[config.mk]
export PLATFORM = sky130hd
export DESIGN_NAME = ctm_core
export DESIGN_NICKNAME = d
export VERILOG_FILES = /design/src/logic/ctm_pkg.sv /design/src/logic/ctm_core.sv /design/src/logic/ctm_gate_slice.sv /design/src/logic/ctm_phase_seq.sv
export SDC_FILE = /design/constraint.sdc
export NUM_CORES = 1
export LEC_CHECK = 0
export BUFFER_PORTS_ARGS = -buffer_cell sky130_fd_sc_hd__clkbuf_2
export CAP_MARGIN = 20
export CORE_MARGIN = 1.5
export CORE_UTILIZATION = 52
export DETAILED_ROUTE_END_ITERATION = 8
export MAX_ROUTING_LAYER = met4
export PLACE_DENSITY = 0.87
export SYNTH_ARGS = -nofsm -noshare
export SYNTH_HDL_FRONTEND = slang
export SYNTH_SLANG_ARGS = --single-unit
export TNS_END_PERCENT = 50
[constraint.sdc]
create_clock -name clk -period 5 [get_ports clk]
set_clock_uncertainty 0.15 [all_clocks]
set_input_delay 0.25 -clock clk [delete_from_list [all_inputs] [get_ports clk]]
set_output_delay 0.25 -clock clk [all_outputs]
set_load 0.02 [all_outputs]
[src/logic/ctm_pkg.sv]
package ctm_pkg;
	localparam int CTM_W          = 12;   // word width
	localparam int CTM_CLK_NS     = 4;    // clock period
	localparam int CTM_CYCLE_NS   = 1600; // nominal processor cycle
	localparam int CTM_DIV_NUM    = 4;    // divisions per cycle
	localparam int CTM_DIV_NS     = CTM_CYCLE_NS / CTM_DIV_NUM;
	// least division length, rounded up to whole clocks
	localparam int CTM_DIV_CYCLES = (CTM_DIV_NS + CTM_CLK_NS - 1)
		/ CTM_CLK_NS;
	localparam logic [6:0] CTM_DIV_LAST = 7'(CTM_DIV_CYCLES - 1);

	// register byte offsets
	localparam logic [7:0] CTM_OFS_CTRL     = 8'h00;
	localparam logic [7:0] CTM_OFS_STATUS   = 8'h04;
	localparam logic [7:0] CTM_OFS_SWITCH   = 8'h08;
	localparam logic [7:0] CTM_OFS_LOCATION = 8'h0C;
	localparam logic [7:0] CTM_OFS_BUFFER   = 8'h10;
	localparam logic [7:0] CTM_OFS_CAPTURE  = 8'h14;
	localparam logic [7:0] CTM_OFS_POINTER  = 8'h18;

	// control register fields
	localparam int CTM_CTRL_RUN   = 0;
	localparam int CTM_CTRL_INTEN = 1;
	localparam int CTM_CTRL_BRK3  = 2;
	localparam logic [2:0] CTM_CTRL_RESET = 3'h0;
	localparam logic [11:0] CTM_WORD_RESET = 12'h000;

	// major states, used as bit index of the one-hot vector
	typedef enum logic [2:0] {
		MS_FETCH   = 3'h0,
		MS_DEFER   = 3'h1,
		MS_EXECUTE = 3'h2,
		MS_TALLY   = 3'h3,
		MS_POINTER = 3'h4,
		MS_BREAK   = 3'h5
	} ctm_major_e;
	localparam logic [5:0] CTM_MAJOR_RESET = 6'h01;

	// sources of the shared register bus
	typedef enum logic [2:0] {
		SRC_NONE     = 3'h0,
		SRC_SWITCH   = 3'h1,
		SRC_LOCATION = 3'h2,
		SRC_BUFFER   = 3'h3,
		SRC_CAPTURE  = 3'h4,
		SRC_POINTER  = 3'h5,
		SRC_EXTERNAL = 3'h6
	} ctm_src_e;

	// division sequencer states
	typedef enum logic {
		SEQ_IDLE = 1'b0,
		SEQ_RUN  = 1'b1
	} ctm_seq_e;

	// requests toward the core memory
	typedef struct packed {
		logic [11:0] addr;
		logic        readStart;
		logic        writeStart;
		logic [11:0] inhibit;
	} ctm_mem_req_s;

	// answers from the core memory
	typedef struct packed {
		logic [11:0] sense;
		logic        senseValid;
		logic        readDone;
		logic        writeDone;
	} ctm_mem_rsp_s;
endpackage

[src/logic/ctm_core.sv]
`timescale 1ns/1ns
// cycle timing, register gating and major-state control
module ctm_core (
	input  wire logic                  clk,              // clock
	input  wire logic                  rst,              // sync reset
	input  wire logic                  wb_cyc_i,         // bus cycle
	input  wire logic                  wb_stb_i,         // strobe
	input  wire logic                  wb_we_i,          // write
	input  wire logic [7:0]            wb_adr_i,         // byte address
	input  wire logic [31:0]           wb_dat_i,         // write data
	input  wire logic [3:0]            wb_sel_i,         // byte lanes
	output logic      [31:0]           wb_dat_o,         // read data
	output logic                       wb_ack_o,         // answer
	input  wire logic [11:0]           switchPins,       // toggles
	input  wire logic                  setLocationKey,   // console key
	input  wire logic                  storeWordKey,     // console key
	input  wire ctm_pkg::ctm_major_e   decodeNext,       // decoder wish
	input  wire logic                  breakRequest,     // data break
	input  wire logic                  skipRequest,      // skip cond
	input  wire logic                  interruptRequest, // service req
	input  wire logic [11:0]           externalData,     // interface
	output ctm_pkg::ctm_mem_req_s      memReq,           // to memory
	input  wire ctm_pkg::ctm_mem_rsp_s memRsp,           // from memory
	output logic      [3:0]            phaseLevel,       // levels
	output logic      [3:0]            phaseStrobe,      // strobes
	output logic      [5:0]            majorState,       // one-hot
	output logic      [11:0]           readWord          // to decoder
);
	logic [11:0] switchWord;   // console switch word
	logic [11:0] location;     // memory location register
	logic [11:0] buffer;       // write buffer register
	logic [11:0] capture;      // read-data capture register
	logic [11:0] pointer;      // program pointer
	logic [2:0]  ctrl;         // run, interrupt enable, break mode
	logic        prevSetKey;   // key history for edge detect
	logic        prevStoreKey;
	logic        skipLatched;  // skip owed in this fetch
	logic        intPending;   // interrupt entry in next fetch
	logic        readActive;   // memory read in flight
	logic        writeActive;  // memory write in flight
	logic        readDoneSeen; // read finished this cycle
	logic        writeDoneSeen;
	logic        reqRead;      // read start pulse to memory
	logic        reqWrite;     // write start pulse to memory
	logic [11:0] reqInhibit;   // per-bit inhibit toward memory
	logic        busy;         // a processor cycle is running
	ctm_pkg::ctm_src_e  src;   // bus source this clock
	ctm_pkg::ctm_major_e next_major;
	logic [11:0] regBus;       // common register input bus
	logic [12:0] carry;        // increment carry chain
	logic [5:0]  srcHot;       // one-hot form of src
	logic [31:0] readData;     // bus read mux

	// the switch word follows its toggles every clock
	always_ff @(posedge clk) begin
		if (rst) begin
			switchWord <= ctm_pkg::CTM_WORD_RESET;
		end else begin
			switchWord <= switchPins;
		end
	end

	// key presses: rising edges, honoured only while halted
	wire setRise   = setLocationKey & ~prevSetKey;
	wire storeRise = storeWordKey & ~prevStoreKey;
	wire keyLoad   = ~busy & (setRise | storeRise);

	// major-state decode
	wire inFetch   = majorState[ctm_pkg::MS_FETCH];
	wire inOperand = majorState[ctm_pkg::MS_DEFER]
		| majorState[ctm_pkg::MS_EXECUTE];
	wire inTally   = majorState[ctm_pkg::MS_TALLY];
	wire inPtrSt   = majorState[ctm_pkg::MS_POINTER];
	wire inBreak   = inTally | inPtrSt | majorState[ctm_pkg::MS_BREAK];

	// levels choose the source driven onto the bus
	wire [2:0] lateFetch = (intPending) ? ctm_pkg::SRC_NONE
		: ctm_pkg::SRC_POINTER;
	// first division: address source; break states take it
	// from the external interface
	wire [2:0] firstSrc = inFetch ? lateFetch
		: inOperand ? ctm_pkg::SRC_CAPTURE
		: ctm_pkg::SRC_EXTERNAL;
	// second division: restore the read word, take external data in
	// break states, or on interrupt entry save the pointer instead
	wire [2:0] secondSrc = (inFetch && intPending) ? ctm_pkg::SRC_POINTER
		: inBreak ? ctm_pkg::SRC_EXTERNAL
		: ctm_pkg::SRC_CAPTURE;
	wire [2:0] laterSrc = inFetch ? lateFetch : ctm_pkg::SRC_NONE;
	assign src = keyLoad ? ctm_pkg::SRC_SWITCH
		: phaseLevel[0] ? ctm_pkg::ctm_src_e'(firstSrc)
		: phaseLevel[1] ? ctm_pkg::ctm_src_e'(secondSrc)
		: (phaseLevel[2] | phaseLevel[3]) ? ctm_pkg::ctm_src_e'(laterSrc)
		: ctm_pkg::SRC_NONE;

	// one enable line per source position
	assign srcHot = {src == ctm_pkg::SRC_EXTERNAL,
		src == ctm_pkg::SRC_POINTER, src == ctm_pkg::SRC_CAPTURE,
		src == ctm_pkg::SRC_BUFFER, src == ctm_pkg::SRC_LOCATION,
		src == ctm_pkg::SRC_SWITCH};

	// increment in fetch only: third division always, fourth only to skip;
	// with no source on interrupt entry the pointer becomes one
	assign carry[0] = ~keyLoad & inFetch
		& (phaseLevel[2] | (phaseLevel[3] & skipLatched));

	// per-bit gate structures of the shared bus
	genvar gi;
	generate
		for (gi = 0; gi < ctm_pkg::CTM_W; gi++) begin : gSlice
			ctm_gate_slice uSlice (
				.srcBits  ({externalData[gi], pointer[gi], capture[gi],
					buffer[gi], location[gi], switchWord[gi]}),
				.srcHot   (srcHot),
				.carryIn  (carry[gi]),
				.busBit   (regBus[gi]),
				.carryOut (carry[gi+1])
			);
		end
	endgenerate

	// strobes and keys pick the destination register
	wire loadLocation = (keyLoad & setRise) | phaseStrobe[0];
	wire loadBuffer   = (keyLoad & storeRise) | phaseStrobe[1];
	wire loadPointer  = (keyLoad & setRise)
		| (inFetch & (phaseStrobe[2] | (phaseStrobe[3] & skipLatched)));

	// destination registers load only from the bus
	always_ff @(posedge clk) begin
		if (rst) begin
			location     <= ctm_pkg::CTM_WORD_RESET;
			buffer       <= ctm_pkg::CTM_WORD_RESET;
			pointer      <= ctm_pkg::CTM_WORD_RESET;
			prevSetKey   <= 1'b0;
			prevStoreKey <= 1'b0;
		end else begin
			prevSetKey   <= setLocationKey;
			prevStoreKey <= storeWordKey;
			if (loadLocation) begin
				location <= regBus;
			end
			if (loadBuffer) begin
				buffer <= regBus;
			end
			if (loadPointer) begin
				pointer <= regBus;
			end
		end
	end

	// division timing; memory may stretch divisions two and four
	ctm_phase_seq uSeq (
		.clk         (clk),
		.rst         (rst),
		.run         (ctrl[ctm_pkg::CTM_CTRL_RUN]),
		.mayEnd      ({writeDoneSeen, 1'b1, readDoneSeen, 1'b1}),
		.phaseLevel  (phaseLevel),
		.phaseStrobe (phaseStrobe),
		.busy        (busy)
	);

	// memory side: read after the address settles, write in T4
	always_ff @(posedge clk) begin
		if (rst) begin
			reqRead           <= 1'b0;
			reqWrite          <= 1'b0;
			reqInhibit        <= ctm_pkg::CTM_WORD_RESET;
			readActive        <= 1'b0;
			writeActive       <= 1'b0;
			readDoneSeen      <= 1'b0;
			writeDoneSeen     <= 1'b0;
			capture           <= ctm_pkg::CTM_WORD_RESET;
		end else begin
			reqRead  <= phaseStrobe[0];
			reqWrite <= phaseStrobe[2];
			if (reqRead) begin
				// fresh read: clear, then only ones are sensed
				capture    <= ctm_pkg::CTM_WORD_RESET;
				readActive <= 1'b1;
			end else if (readActive) begin
				if (memRsp.senseValid) begin
					capture <= capture | memRsp.sense;
				end
				if (memRsp.readDone) begin
					readActive <= 1'b0;
				end
			end
			if (phaseStrobe[2]) begin
				// the write would set every bit; hold back the zeros
				reqInhibit  <= ~buffer;
				writeActive <= 1'b1;
			end else if (writeActive && memRsp.writeDone) begin
				reqInhibit  <= ctm_pkg::CTM_WORD_RESET;
				writeActive    <= 1'b0;
			end
			// completion flags: a done in the clear cycle still counts
			if (phaseStrobe[1]) begin
				readDoneSeen <= 1'b0;
			end
			if (readActive && memRsp.readDone) begin
				readDoneSeen <= 1'b1;
			end
			if (phaseStrobe[3]) begin
				writeDoneSeen <= 1'b0;
			end
			if (writeActive && memRsp.writeDone) begin
				writeDoneSeen <= 1'b1;
			end
		end
	end

	// full address goes out; the array decodes one word
	assign memReq = '{location, reqRead, reqWrite, reqInhibit};
	assign readWord    = capture;

	// interrupt taken at the end of a fetch, never during a break
	wire intTake = phaseStrobe[3] & inFetch & ~breakRequest
		& ctrl[ctm_pkg::CTM_CTRL_INTEN] & interruptRequest;

	// break states chain tally, pointer, break; otherwise the
	// decoder asks, and anything but F, D or E falls back to fetch
	wire decodeOk = (decodeNext == ctm_pkg::MS_FETCH)
		| (decodeNext == ctm_pkg::MS_DEFER)
		| (decodeNext == ctm_pkg::MS_EXECUTE);
	assign next_major = inTally ? ctm_pkg::MS_POINTER
		: inPtrSt ? ctm_pkg::MS_BREAK
		: breakRequest ? (ctrl[ctm_pkg::CTM_CTRL_BRK3]
			? ctm_pkg::MS_TALLY : ctm_pkg::MS_BREAK)
		: intTake ? ctm_pkg::MS_FETCH
		: decodeOk ? decodeNext : ctm_pkg::MS_FETCH;

	// one-hot major state, replaced whole on the fourth strobe
	always_ff @(posedge clk) begin
		if (rst) begin
			majorState <= ctm_pkg::CTM_MAJOR_RESET;
		end else if (phaseStrobe[3]) begin
			majorState <= 6'h01 << next_major;
		end
	end

	// skip and interrupt bookkeeping inside the fetch cycle
	always_ff @(posedge clk) begin
		if (rst) begin
			skipLatched <= 1'b0;
			intPending  <= 1'b0;
		end else begin
			if (phaseStrobe[3]) begin
				skipLatched <= 1'b0;
			end
			if (inFetch && phaseLevel[2] && skipRequest) begin
				skipLatched <= 1'b1;
			end
			if (phaseStrobe[2] && inFetch) begin
				intPending <= 1'b0;
			end
			if (intTake) begin
				intPending <= 1'b1;
			end
		end
	end

	// bus slave: ack one clock after the request, for one clock
	wire wbReq   = wb_cyc_i & wb_stb_i;
	wire wbWrite = wbReq & wb_we_i & wb_ack_o;
	wire ctrlWr  = wbWrite & wb_sel_i[0]
		& (wb_adr_i == ctm_pkg::CTM_OFS_CTRL);
	wire [31:0] statusWord = {19'h00000, skipLatched, intPending, busy,
		phaseLevel, majorState};
	assign readData =
		(wb_adr_i == ctm_pkg::CTM_OFS_CTRL)     ? {29'h0, ctrl}
		: (wb_adr_i == ctm_pkg::CTM_OFS_STATUS)   ? statusWord
		: (wb_adr_i == ctm_pkg::CTM_OFS_SWITCH)   ? {20'h0, switchWord}
		: (wb_adr_i == ctm_pkg::CTM_OFS_LOCATION) ? {20'h0, location}
		: (wb_adr_i == ctm_pkg::CTM_OFS_BUFFER)   ? {20'h0, buffer}
		: (wb_adr_i == ctm_pkg::CTM_OFS_CAPTURE)  ? {20'h0, capture}
		: (wb_adr_i == ctm_pkg::CTM_OFS_POINTER)  ? {20'h0, pointer}
		: 32'h00000000; // unmapped reads zero, still acked

	// ack, read data and the control register
	always_ff @(posedge clk) begin
		if (rst) begin
			wb_ack_o <= 1'b0;
			wb_dat_o <= 32'h00000000;
			ctrl     <= ctm_pkg::CTM_CTRL_RESET;
		end else begin
			wb_ack_o <= wbReq & ~wb_ack_o;
			if (wbReq && !wb_ack_o) begin
				wb_dat_o <= readData;
			end
			// hardware drops enable on entry; a same-clock write wins
			if (intTake) begin
				ctrl[ctm_pkg::CTM_CTRL_INTEN] <= 1'b0;
			end
			if (ctrlWr) begin
				ctrl <= wb_dat_i[2:0];
			end
		end
	end
endmodule

[src/logic/ctm_gate_slice.sv]
`timescale 1ns/1ns
// one bit position of the gating network
module ctm_gate_slice (
	input  wire logic [5:0] srcBits,  // this bit of every source
	input  wire logic [5:0] srcHot,   // one-hot source select
	input  wire logic       carryIn,  // increment carry from below
	output logic            busBit,   // bus value of this bit
	output logic            carryOut  // carry to the next bit
);
	// or of the enabled sources, then the half adder
	wire gated = |(srcBits & srcHot);
	assign busBit   = gated ^ carryIn;
	assign carryOut = gated & carryIn;
endmodule

[src/logic/ctm_phase_seq.sv]
`timescale 1ns/1ns
// four-division timing chain of one processor cycle
module ctm_phase_seq (
	input  wire logic       clk,         // system clock
	input  wire logic       rst,         // synchronous reset
	input  wire logic       run,         // keep cycling
	input  wire logic [3:0] mayEnd,      // memory lets division end
	output logic      [3:0] phaseLevel,  // division levels
	output logic      [3:0] phaseStrobe, // end-of-division pulses
	output logic            busy         // a cycle is in progress
);
	ctm_pkg::ctm_seq_e state;   // idle or cycling
	logic [6:0]        divCount; // clocks spent in this division

	// minimum division time reached
	wire divDone = (divCount >= ctm_pkg::CTM_DIV_LAST);

	// strobe ends a division only once memory agrees
	assign phaseStrobe = phaseLevel & {4{divDone}} & mayEnd;
	assign busy = (state == ctm_pkg::SEQ_RUN);

	// a halt only takes effect at the end of the fourth division,
	// so the memory is never left halfway through a cycle
	always_ff @(posedge clk) begin
		if (rst) begin
			state      <= ctm_pkg::SEQ_IDLE;
			phaseLevel <= 4'h0;
			divCount   <= 7'h00;
		end else begin
			case (state)
				ctm_pkg::SEQ_IDLE: begin
					if (run) begin
						state      <= ctm_pkg::SEQ_RUN;
						phaseLevel <= 4'h1;
						divCount   <= 7'h00;
					end
				end
				ctm_pkg::SEQ_RUN: begin
					if (|phaseStrobe) begin
						divCount <= 7'h00;
						if (phaseStrobe[3] && !run) begin
							state      <= ctm_pkg::SEQ_IDLE;
							phaseLevel <= 4'h0;
						end else begin
							// next division, wrapping to the first
							phaseLevel <= {phaseLevel[2:0],
								phaseLevel[3]};
						end
					end else if (!divDone) begin
						// fixed delay of the division
						divCount <= divCount + 7'h01;
					end
				end
				default: begin
					state      <= ctm_pkg::SEQ_IDLE;
					phaseLevel <= 4'h0;
				end
			endcase
		end
	end
endmodule

==> reports/metrics.json, run 1 <==
{
  "preCtsSetupSlack": {"value": 683, "unit": "ps"},
  "tritoncts": {"value": "done"},
  "synth_adder_area_share": {"value": 2.53, "unit": "%"},
  "final.setup.worst_slack": {"value": 404, "unit": "ps"},
  "first_global_vias": {"value": 5530},
  "synth_compound_area_share": {"value": 19.2, "unit": "%"},
  "dr.pass1.iters": {"value": 8},
  "synth_most_common_cell": {"value": "sky130_fd_sc_hd__dfxtp_1"},
  "dominantRegCellSynth": {"value": "sky130_fd_sc_hd__dfxtp_1"},
  "startpoint_type_of_the_worst_setup_path": {"value": "flip-flop"},
  "path_class": {"value": "flip-flop to flip-flop"},
  "final.period_utilization": {"value": 91.9, "unit": "%"},
  "post-synth-top-area-fraction": {"value": 39.5, "unit": "%"},
  "fin_crit": {"value": 4600, "unit": "ps"},
  "simple_gate_area_share_of_the_yosys_netlist": {"value": 20.5, "unit": "%"},
  "cts_hold_buf": {"value": 32},
  "drtIter0Drc": {"value": 724},
  "power.density": {"value": 335, "unit": "nW/um^2"},
  "detailed_place_hpwl": {"value": 12100, "unit": "um"},
  "drive_gt1_share": {"value": 23.2, "unit": "%"},
  "rr_startpoint": {"value": "uSeq.phaseLevel[1]$_SDFFE_PP0P_"},
  "ant_nets": {"value": 0},
  "synth_enable_flop_cells": {"value": 0},
  "die-height": {"value": 110, "unit": "um"},
  "ctsLongestPathBuffers": {"value": 2},
  "vdd_ir_drop_max": {"value": 0.219, "unit": "mV"},
  "async_flop_share": {"value": 0, "unit": "%"},
  "route.detailed.wl_per_inst": {"value": 19.1, "unit": "um"},
  "top_level_i_o_count": {"value": 181},
  "finalCoreUtilization": {"value": 66.4, "unit": "%"},
  "status": {"value": "finished, final reports clean"},
  "fmaxAchievable": {"value": 218, "unit": "MHz"},
  "ys_warn_count": {"value": 0},
  "cts_num_sinks": {"value": 117},
  "finalSetupTns": {"value": 0, "unit": "ps"},
  "crit_fanout": {"value": 11},
  "drt_wl_total": {"value": 19000, "unit": "um"},
  "synth_top_cell_by_area": {"value": "sky130_fd_sc_hd__dfxtp_1"},
  "grt_setup_unrepaired": {"value": "no"},
  "placement.io_buffers": {"value": 129},
  "synthMuxAreaShare": {"value": 7.92, "unit": "%"},
  "critPathSlowestCell": {"value": "sky130_fd_sc_hd__dfxtp_1"},
  "grt_max_degree": {"value": 50},
  "max_cap_viol_count": {"value": 0},
  "clock_insertion_delay_worst_skew": {"value": 410, "unit": "ps"},
  "synthDistinctLibCells": {"value": 60},
  "timing_max_transition_violations_final": {"value": 0},
  "crit_arrival": {"value": 4700, "unit": "ps"},
  "hold_path.class": {"value": "input pin to flip-flop"},
  "clockRootBuffer": {"value": "sky130_fd_sc_hd__clkbuf_16"},
  "netlist_instances": {"value": 721},
  "die_footprint": {"value": 12000, "unit": "sq um"},
  "cts.repair.resized": {"value": 0},
  "synth_sequential_area_ratio": {"value": 39.5, "unit": "%"},
  "netlist_area": {"value": 5920, "unit": "sq um"},
  "crit_path_end": {"value": "buffer[11]$_SDFFE_PP0P_"},
  "gr-total-overflow": {"value": 0},
  "leakagePower": {"value": 0.00329, "unit": "uW"},
  "synth.ff_latch_count": {"value": 117},
  "detail_route.drc_violations": {"value": 0},
  "synth_top_cells_by_area": {"value": "sky130_fd_sc_hd__dfxtp_1, sky130_fd_sc_hd__mux2i_1, sky130_fd_sc_hd__buf_4"},
  "vias_per_cell": {"value": 6.02},
  "path_common_cell": {"value": "sky130_fd_sc_hd__ha_1"},
  "chipWidth": {"value": 110, "unit": "um"},
  "critical_path.startpoint": {"value": "uSeq.phaseLevel[1]$_SDFFE_PP0P_"},
  "finalHoldViolations": {"value": 0},
  "actual_transition_at_the_worst_max_transition_pin": {"value": 1040, "unit": "ps"},
  "post_synth.cell_area_avg": {"value": 8.22, "unit": "sq um"},
  "worst-r2r-setup-slack": {"value": 400, "unit": "ps"},
  "finish.net_count": {"value": 948},
  "fp.coreArea": {"value": 11000, "unit": "sq um"},
  "post_dp_cell_area": {"value": 6360, "unit": "sq um"},
  "vias": {"value": 5980},
  "gp_routability_congestion": {"value": 0.975},
  "synth_top_family_by_area": {"value": "simple AND/OR/NAND/NOR gates"},
  "post-cts-setup-buffer-count": {"value": 0},
  "cts_made_buffers": {"value": 17},
  "path_cells": {"value": "nand2b_1 -> a221oi_2 -> nor3_1 -> a22oi_1 -> nand3_1 -> ha_1 -> ha_1 -> ha_1 -> ha_1 -> ha_1 -> ha_1 -> ha_1 -> ha_1 -> ha_1 -> ha_1 -> ha_1 -> xnor2_1 -> o31ai_1"},
  "synthXorXnorAreaFrac": {"value": 0.148, "unit": "%"},
  "path_clk_slew": {"value": 60, "unit": "ps"},
  "htree_levels": {"value": 4},
  "ys_top_cells_by_count": {"value": "sky130_fd_sc_hd__dfxtp_1, sky130_fd_sc_hd__nor2_1, sky130_fd_sc_hd__a21oi_1, sky130_fd_sc_hd__nand2_1, sky130_fd_sc_hd__buf_4"},
  "first_pass_grt_wire_length": {"value": 29300, "unit": "um"},
  "setup.worst_path.end_class": {"value": "flip-flop"},
  "initial_utilization": {"value": 53.9, "unit": "%"},
  "area_delta_synth_final": {"value": 23.1, "unit": "%"},
  "worstPathRequired": {"value": 5100, "unit": "ps"},
  "cp_slowest_stage_delay": {"value": 640, "unit": "ps"},
  "final_area": {"value": 7300, "unit": "sq um"},
  "antenna-diode-count": {"value": 0},
  "track_usage": {"value": 33.2, "unit": "%"},
  "core.rowCount": {"value": 38},
  "reg2reg_to": {"value": "buffer[11]$_SDFFE_PP0P_"},
  "antenna_found_initial": {"value": 0},
  "maxSlewHeadroom": {"value": 30.1, "unit": "%"},
  "rr_worst_depth": {"value": 18},
  "final_setup_violation_count": {"value": 0}
}
==> registers in the layout, indices dropped and copies added (netlist names), 3 cells and up <==
name and count:
buffer 12, ctrl 3, location 12, majorState 6, pointer 12, readWord 12
reqInhibit 12, switchWord 12, uSeq.divCount 7, uSeq.phaseLevel 4, wb_dat_o 13
==> metal layers <==
metal	routed length [um]	GRT usage [%]	vias to the layer above
li1	-	-	2730
met2	8550	50.7	473
met1	7560	42.2	2706
met4	654	13.0	0
met3	2190	8.30	71
met5	0	-	-
==> power by group <==
group,switching (uW),total [uW],internal [uW]
Clock,474,1270,797
Sequential,16.2,968,952
Combinational,125,205,80.6
==> kinds of logic (layout without fill, tap and decap cells) <==
kind of cell,after synthesis,in the layout
adders and majority gates,12,12
xor gates and xnor gates,1,1
DFF,117,117
other,1,19
and+or+nand+nor,260,260
AOI/OAI and AO/OA,178,178
buffers and inverters,106,220
muxes,46,46
==> metrics by stage <==
stage          power [uW]  instances  hold WS, ps
3_5_place_dp         1160        929          296
3_3_place_gp         1160        929          287
4_1_cts              2440        993         80.5
6_report             2440        993         89.4
5_1_grt              2520        993         87.8
2_1_floorplan        1110        739          228
==> final cells by class <==
| class | instances | area [sq um] |
|---|---|---|
| repair buffers | 173 | 1060 |
| well taps | 140 | 175 |
| multi-input cells | 516 | 3050 |
| clock inverters | 15 | 193 |
| clock buffers | 17 | 425 |
| fillers | 855 | 3690 |
| inverters | 15 | 56.3 |
| flip-flops and latches | 117 | 2340 |
==> critical path, delay by kind of cell, from the launching register on <==
kind / cells / cell delay, ps
AO/OA/AOI/OAI: 3 / 680
XOR/XNOR: 1 / 370
adder cells (fa/ha/maj): 11 / 2160
flip-flops: 1 / 640
AND/OR/NAND/NOR: 3 / 450
==> how the worst min path moves through the flow <==
stage,start,endpoint,slack [ps],depth (start not counted)
6_report,decodeNext[1],majorState[0]$_SDFFE_PP1P_,90,3
3_5_place_dp,reqInhibit[4]$_SDFFE_PP0P_,reqInhibit[4]$_SDFFE_PP0P_,300,2
3_3_place_gp,reqInhibit[5]$_SDFFE_PP0P_,reqInhibit[5]$_SDFFE_PP0P_,290,2
2_1_floorplan,setLocationKey,prevSetKey$_SDFF_PP0_,230,1
5_1_grt,decodeNext[1],majorState[0]$_SDFFE_PP1P_,90,3
4_1_cts,decodeNext[1],majorState[0]$_SDFFE_PP1P_,80,3
==> layout by cell type, fill, tap and decap left out, drive strengths merged, types with 28 or more instances in the layout <==
master and count:
a21oi 68, clkbuf 146, o21ai 37, dfxtp 117, dlygate4sd3 32, a22oi 28, nand3 31, mux2i 39
nor2 87, nand2 68
Power figures use the tool's default switching activity.
==> inputs of run 2 (changes only) <==
--- a/config.mk
+++ b/config.mk
@@ -7,9 +7,11 @@
 export LEC_CHECK = 0
 export BUFFER_PORTS_ARGS = -buffer_cell sky130_fd_sc_hd__clkbuf_2
 export CAP_MARGIN = 20
+export CORE_ASPECT_RATIO = 0.75
 export CORE_MARGIN = 1.5
 export CORE_UTILIZATION = 52
 export DETAILED_ROUTE_END_ITERATION = 8
+export HOLD_SLACK_MARGIN = 0.1
 export MAX_ROUTING_LAYER = met4
 export PLACE_DENSITY = 0.87
 export SYNTH_ARGS = -nofsm -noshare
==> run 2 against run 1 <==
Net effect: flip-flop and latch count did not move; largest cell class unchanged; design area did not move; core utilization fell by 0.25 points; via count fell by 4.7%; wire length fell by 6.5%; hold slack improved by 72 ps; critical path type unchanged; count of clock-buffer cells in the layout did not move; die area barely moved; register-to-register slack improved by 190 ps.
==> reports/metrics.json, run 2 (synthesized netlist as in run 1, its figures left out) <==
{
  "crit_fanout": {"value": 11},
  "largest_register_ff_count": {"value": 13},
  "final_cell_count_no_fill": {"value": 997},
  "htree_levels": {"value": 4},
  "detail_route.drc_violations": {"value": 0},
  "reg2reg_to": {"value": "buffer[11]$_SDFFE_PP0P_"},
  "path_clk_slew": {"value": 60, "unit": "ps"},
  "largest_register": {"value": "wb_dat_o"},
  "gr-usage-met3": {"value": 9.99, "unit": "%"},
  "final_setup_violation_count": {"value": 0},
  "first_pass_grt_wire_length": {"value": 27600, "unit": "um"},
  "min_delay_path_depth": {"value": 4},
  "cts.repair.resized": {"value": 0},
  "cts_made_buffers": {"value": 17},
  "cts_num_sinks": {"value": 117},
  "met2_usage": {"value": 43.3, "unit": "%"},
  "setup.worst_path.end_class": {"value": "flip-flop"},
  "final.period_utilization": {"value": 88.1, "unit": "%"},
  "top_level_i_o_count": {"value": 181},
  "drive_gt1_share": {"value": 23.3, "unit": "%"},
  "finish.net_count": {"value": 952},
  "hold_path.class": {"value": "input pin to flip-flop"},
  "chipWidth": {"value": 126, "unit": "um"},
  "worstPathRequired": {"value": 5120, "unit": "ps"},
  "actual_transition_at_the_worst_max_transition_pin": {"value": 922, "unit": "ps"},
  "post-layout-total-power": {"value": 2370, "unit": "uW"},
  "first_global_vias": {"value": 5133},
  "rr_worst_depth": {"value": 18},
  "die_footprint": {"value": 12000, "unit": "sq um"},
  "status": {"value": "finished, final reports clean"},
  "initial_utilization": {"value": 53.7, "unit": "%"},
  "startpoint_type_of_the_worst_setup_path": {"value": "flip-flop"},
  "layout.area.seq": {"value": 2340, "unit": "sq um"},
  "core.rowCount": {"value": 33},
  "finalHoldViolations": {"value": 0},
  "antenna-diode-count": {"value": 0},
  "finalCoreUtilization": {"value": 66.2, "unit": "%"},
  "route.detailed.wl_per_inst": {"value": 17.8, "unit": "um"},
  "drt_wl_total": {"value": 17700, "unit": "um"},
  "crit_arrival": {"value": 4530, "unit": "ps"},
  "gp_routability_congestion": {"value": 0.990},
  "cts_hold_buf": {"value": 34},
  "ctsLongestPathBuffers": {"value": 2},
  "placement.io_buffers": {"value": 129},
  "area_delta_synth_final": {"value": 23.1, "unit": "%"},
  "multi_input_gate_area": {"value": 3050, "unit": "sq um"},
  "tritoncts": {"value": "done"},
  "vias": {"value": 5701},
  "layout.cells.most_common": {"value": "sky130_fd_sc_hd__clkbuf_2"},
  "max_cap_viol_count": {"value": 0},
  "dr.pass1.iters": {"value": 6},
  "leakagePower": {"value": 0.00328, "unit": "uW"},
  "worstHoldEndpoint": {"value": "majorState[2]$_SDFFE_PP0P_"},
  "drtIter0Drc": {"value": 907},
  "power.density": {"value": 324, "unit": "nW/um^2"},
  "grt_use_met1": {"value": 42.4, "unit": "%"},
  "worst-r2r-setup-slack": {"value": 590, "unit": "ps"},
  "maxSlewHeadroom": {"value": 38.4, "unit": "%"},
  "grt_setup_unrepaired": {"value": "no"},
  "post-cts-setup-buffer-count": {"value": 0},
  "rr_startpoint": {"value": "uSeq.phaseLevel[1]$_SDFFE_PP0P_"},
  "path_class": {"value": "flip-flop to flip-flop"},
  "clock_insertion_delay_worst_skew": {"value": 420, "unit": "ps"},
  "fp.coreArea": {"value": 11000, "unit": "sq um"},
  "grt_max_degree": {"value": 58},
  "vias_per_cell": {"value": 5.72},
  "ant_nets": {"value": 0},
  "antenna_found_initial": {"value": 0},
  "gr-total-overflow": {"value": 0},
  "timing_max_transition_violations_final": {"value": 0},
  "filler_cell_count": {"value": 897},
  "clockRootBuffer": {"value": "sky130_fd_sc_hd__clkbuf_16"},
  "post-place-cells": {"value": 931},
  "global_route.peak_usage_layer": {"value": "met2"},
  "mostFrequentLayoutCells": {"value": "sky130_fd_sc_hd__clkbuf_2, sky130_fd_sc_hd__dfxtp_1, sky130_fd_sc_hd__nor2_1"},
  "hold_path_startpoint": {"value": "breakRequest"},
  "track_usage": {"value": 31.2, "unit": "%"},
  "finalSetupTns": {"value": 0, "unit": "ps"},
  "fmaxAchievable": {"value": 227, "unit": "MHz"},
  "vdd_ir_drop_max": {"value": 0.228, "unit": "mV"},
  "detailed_place_hpwl": {"value": 12100, "unit": "um"},
  "fin_crit": {"value": 4410, "unit": "ps"},
  "die-height": {"value": 95.4, "unit": "um"}
}
[run 2: changes by cell type in the layout (fill, tap and decap cells not counted), moves of 2 or more]
cell / before / now
sky130_fd_sc_hd__clkinv_2: 1 / 3
sky130_fd_sc_hd__buf_4: 12 / 14
sky130_fd_sc_hd__inv_6: 5 / 2
sky130_fd_sc_hd__clkinvlp_4: 1 / 4
sky130_fd_sc_hd__dlygate4sd3_1: 32 / 34
[run 2: worst max path at each step]
stage          slack [ps]  cells past startpoint                             from                 endpoint
3_3_place_gp          760                     18  uSeq.phaseLevel[1]$_SDFFE_PP0P_  buffer[11]$_SDFFE_PP0P_
5_1_grt               420                     18  uSeq.phaseLevel[1]$_SDFFE_PP0P_  buffer[11]$_SDFFE_PP0P_
6_report              590                     18  uSeq.phaseLevel[1]$_SDFFE_PP0P_  buffer[11]$_SDFFE_PP0P_
4_1_cts               670                     18  uSeq.phaseLevel[1]$_SDFFE_PP0P_  buffer[11]$_SDFFE_PP0P_
2_1_floorplan         930                     20  uSeq.phaseLevel[0]$_SDFFE_PP0P_  buffer[11]$_SDFFE_PP0P_
3_5_place_dp          680                     18  uSeq.phaseLevel[1]$_SDFFE_PP0P_  buffer[11]$_SDFFE_PP0P_
[run 2: stage by stage]
step / instance area [sq um] / hold slack, ps / worst slack, ps
3_3_place_gp: 6370 / 288 / 758
4_1_cts: 7300 / 128 / 670
6_report: 7300 / 161 / 593
2_1_floorplan: 5990 / 228 / 926
5_1_grt: 7300 / 176 / 419
3_5_place_dp: 6370 / 296 / 680
[run 2: report_power, final]
| part | total (uW) | internal [uW] | switching, uW |
|---|---|---|---|
| combinational | 205 | 82.5 | 122 |
| sequential | 968 | 952 | 15.7 |
| clock | 1190 | 734 | 459 |
| total | 2370 | 1770 | 597 |
[run 2: per-layer routing]
metal / up-vias / part of all wire (%)
met4: 0 / 1.7
met5: - / 0
li1: 2739 / -
met2: 420 / 42
met1: 2506 / 44
met3: 36 / 13
[run 2: cell type report]
type / count / area share [%]
Tap cell: 140 / 2.40
Inverter: 15 / 0.772
Timing Repair Buffer: 177 / 15.0
Clock inverter: 15 / 2.16
Multi-Input combinational cell: 516 / 41.8
Clock buffer: 17 / 5.83
Sequential cell: 117 / 32.1
[run 2: critical path, stage by stage, from the launching register on]
cell,delay [ps]
sky130_fd_sc_hd__dfxtp_1,650
sky130_fd_sc_hd__nand2b_1,190
sky130_fd_sc_hd__a221oi_2,380
sky130_fd_sc_hd__nor3_1,140
sky130_fd_sc_hd__buf_4,200
sky130_fd_sc_hd__a22oi_1,150
sky130_fd_sc_hd__nand3_1,110
sky130_fd_sc_hd__ha_1,210
sky130_fd_sc_hd__ha_1,190
sky130_fd_sc_hd__ha_1,180
sky130_fd_sc_hd__ha_1,180
sky130_fd_sc_hd__ha_1,200
sky130_fd_sc_hd__ha_1,200
sky130_fd_sc_hd__ha_1,190
sky130_fd_sc_hd__ha_1,180
sky130_fd_sc_hd__ha_1,180
sky130_fd_sc_hd__ha_1,190
sky130_fd_sc_hd__xnor2_1,280
sky130_fd_sc_hd__o31ai_1,110
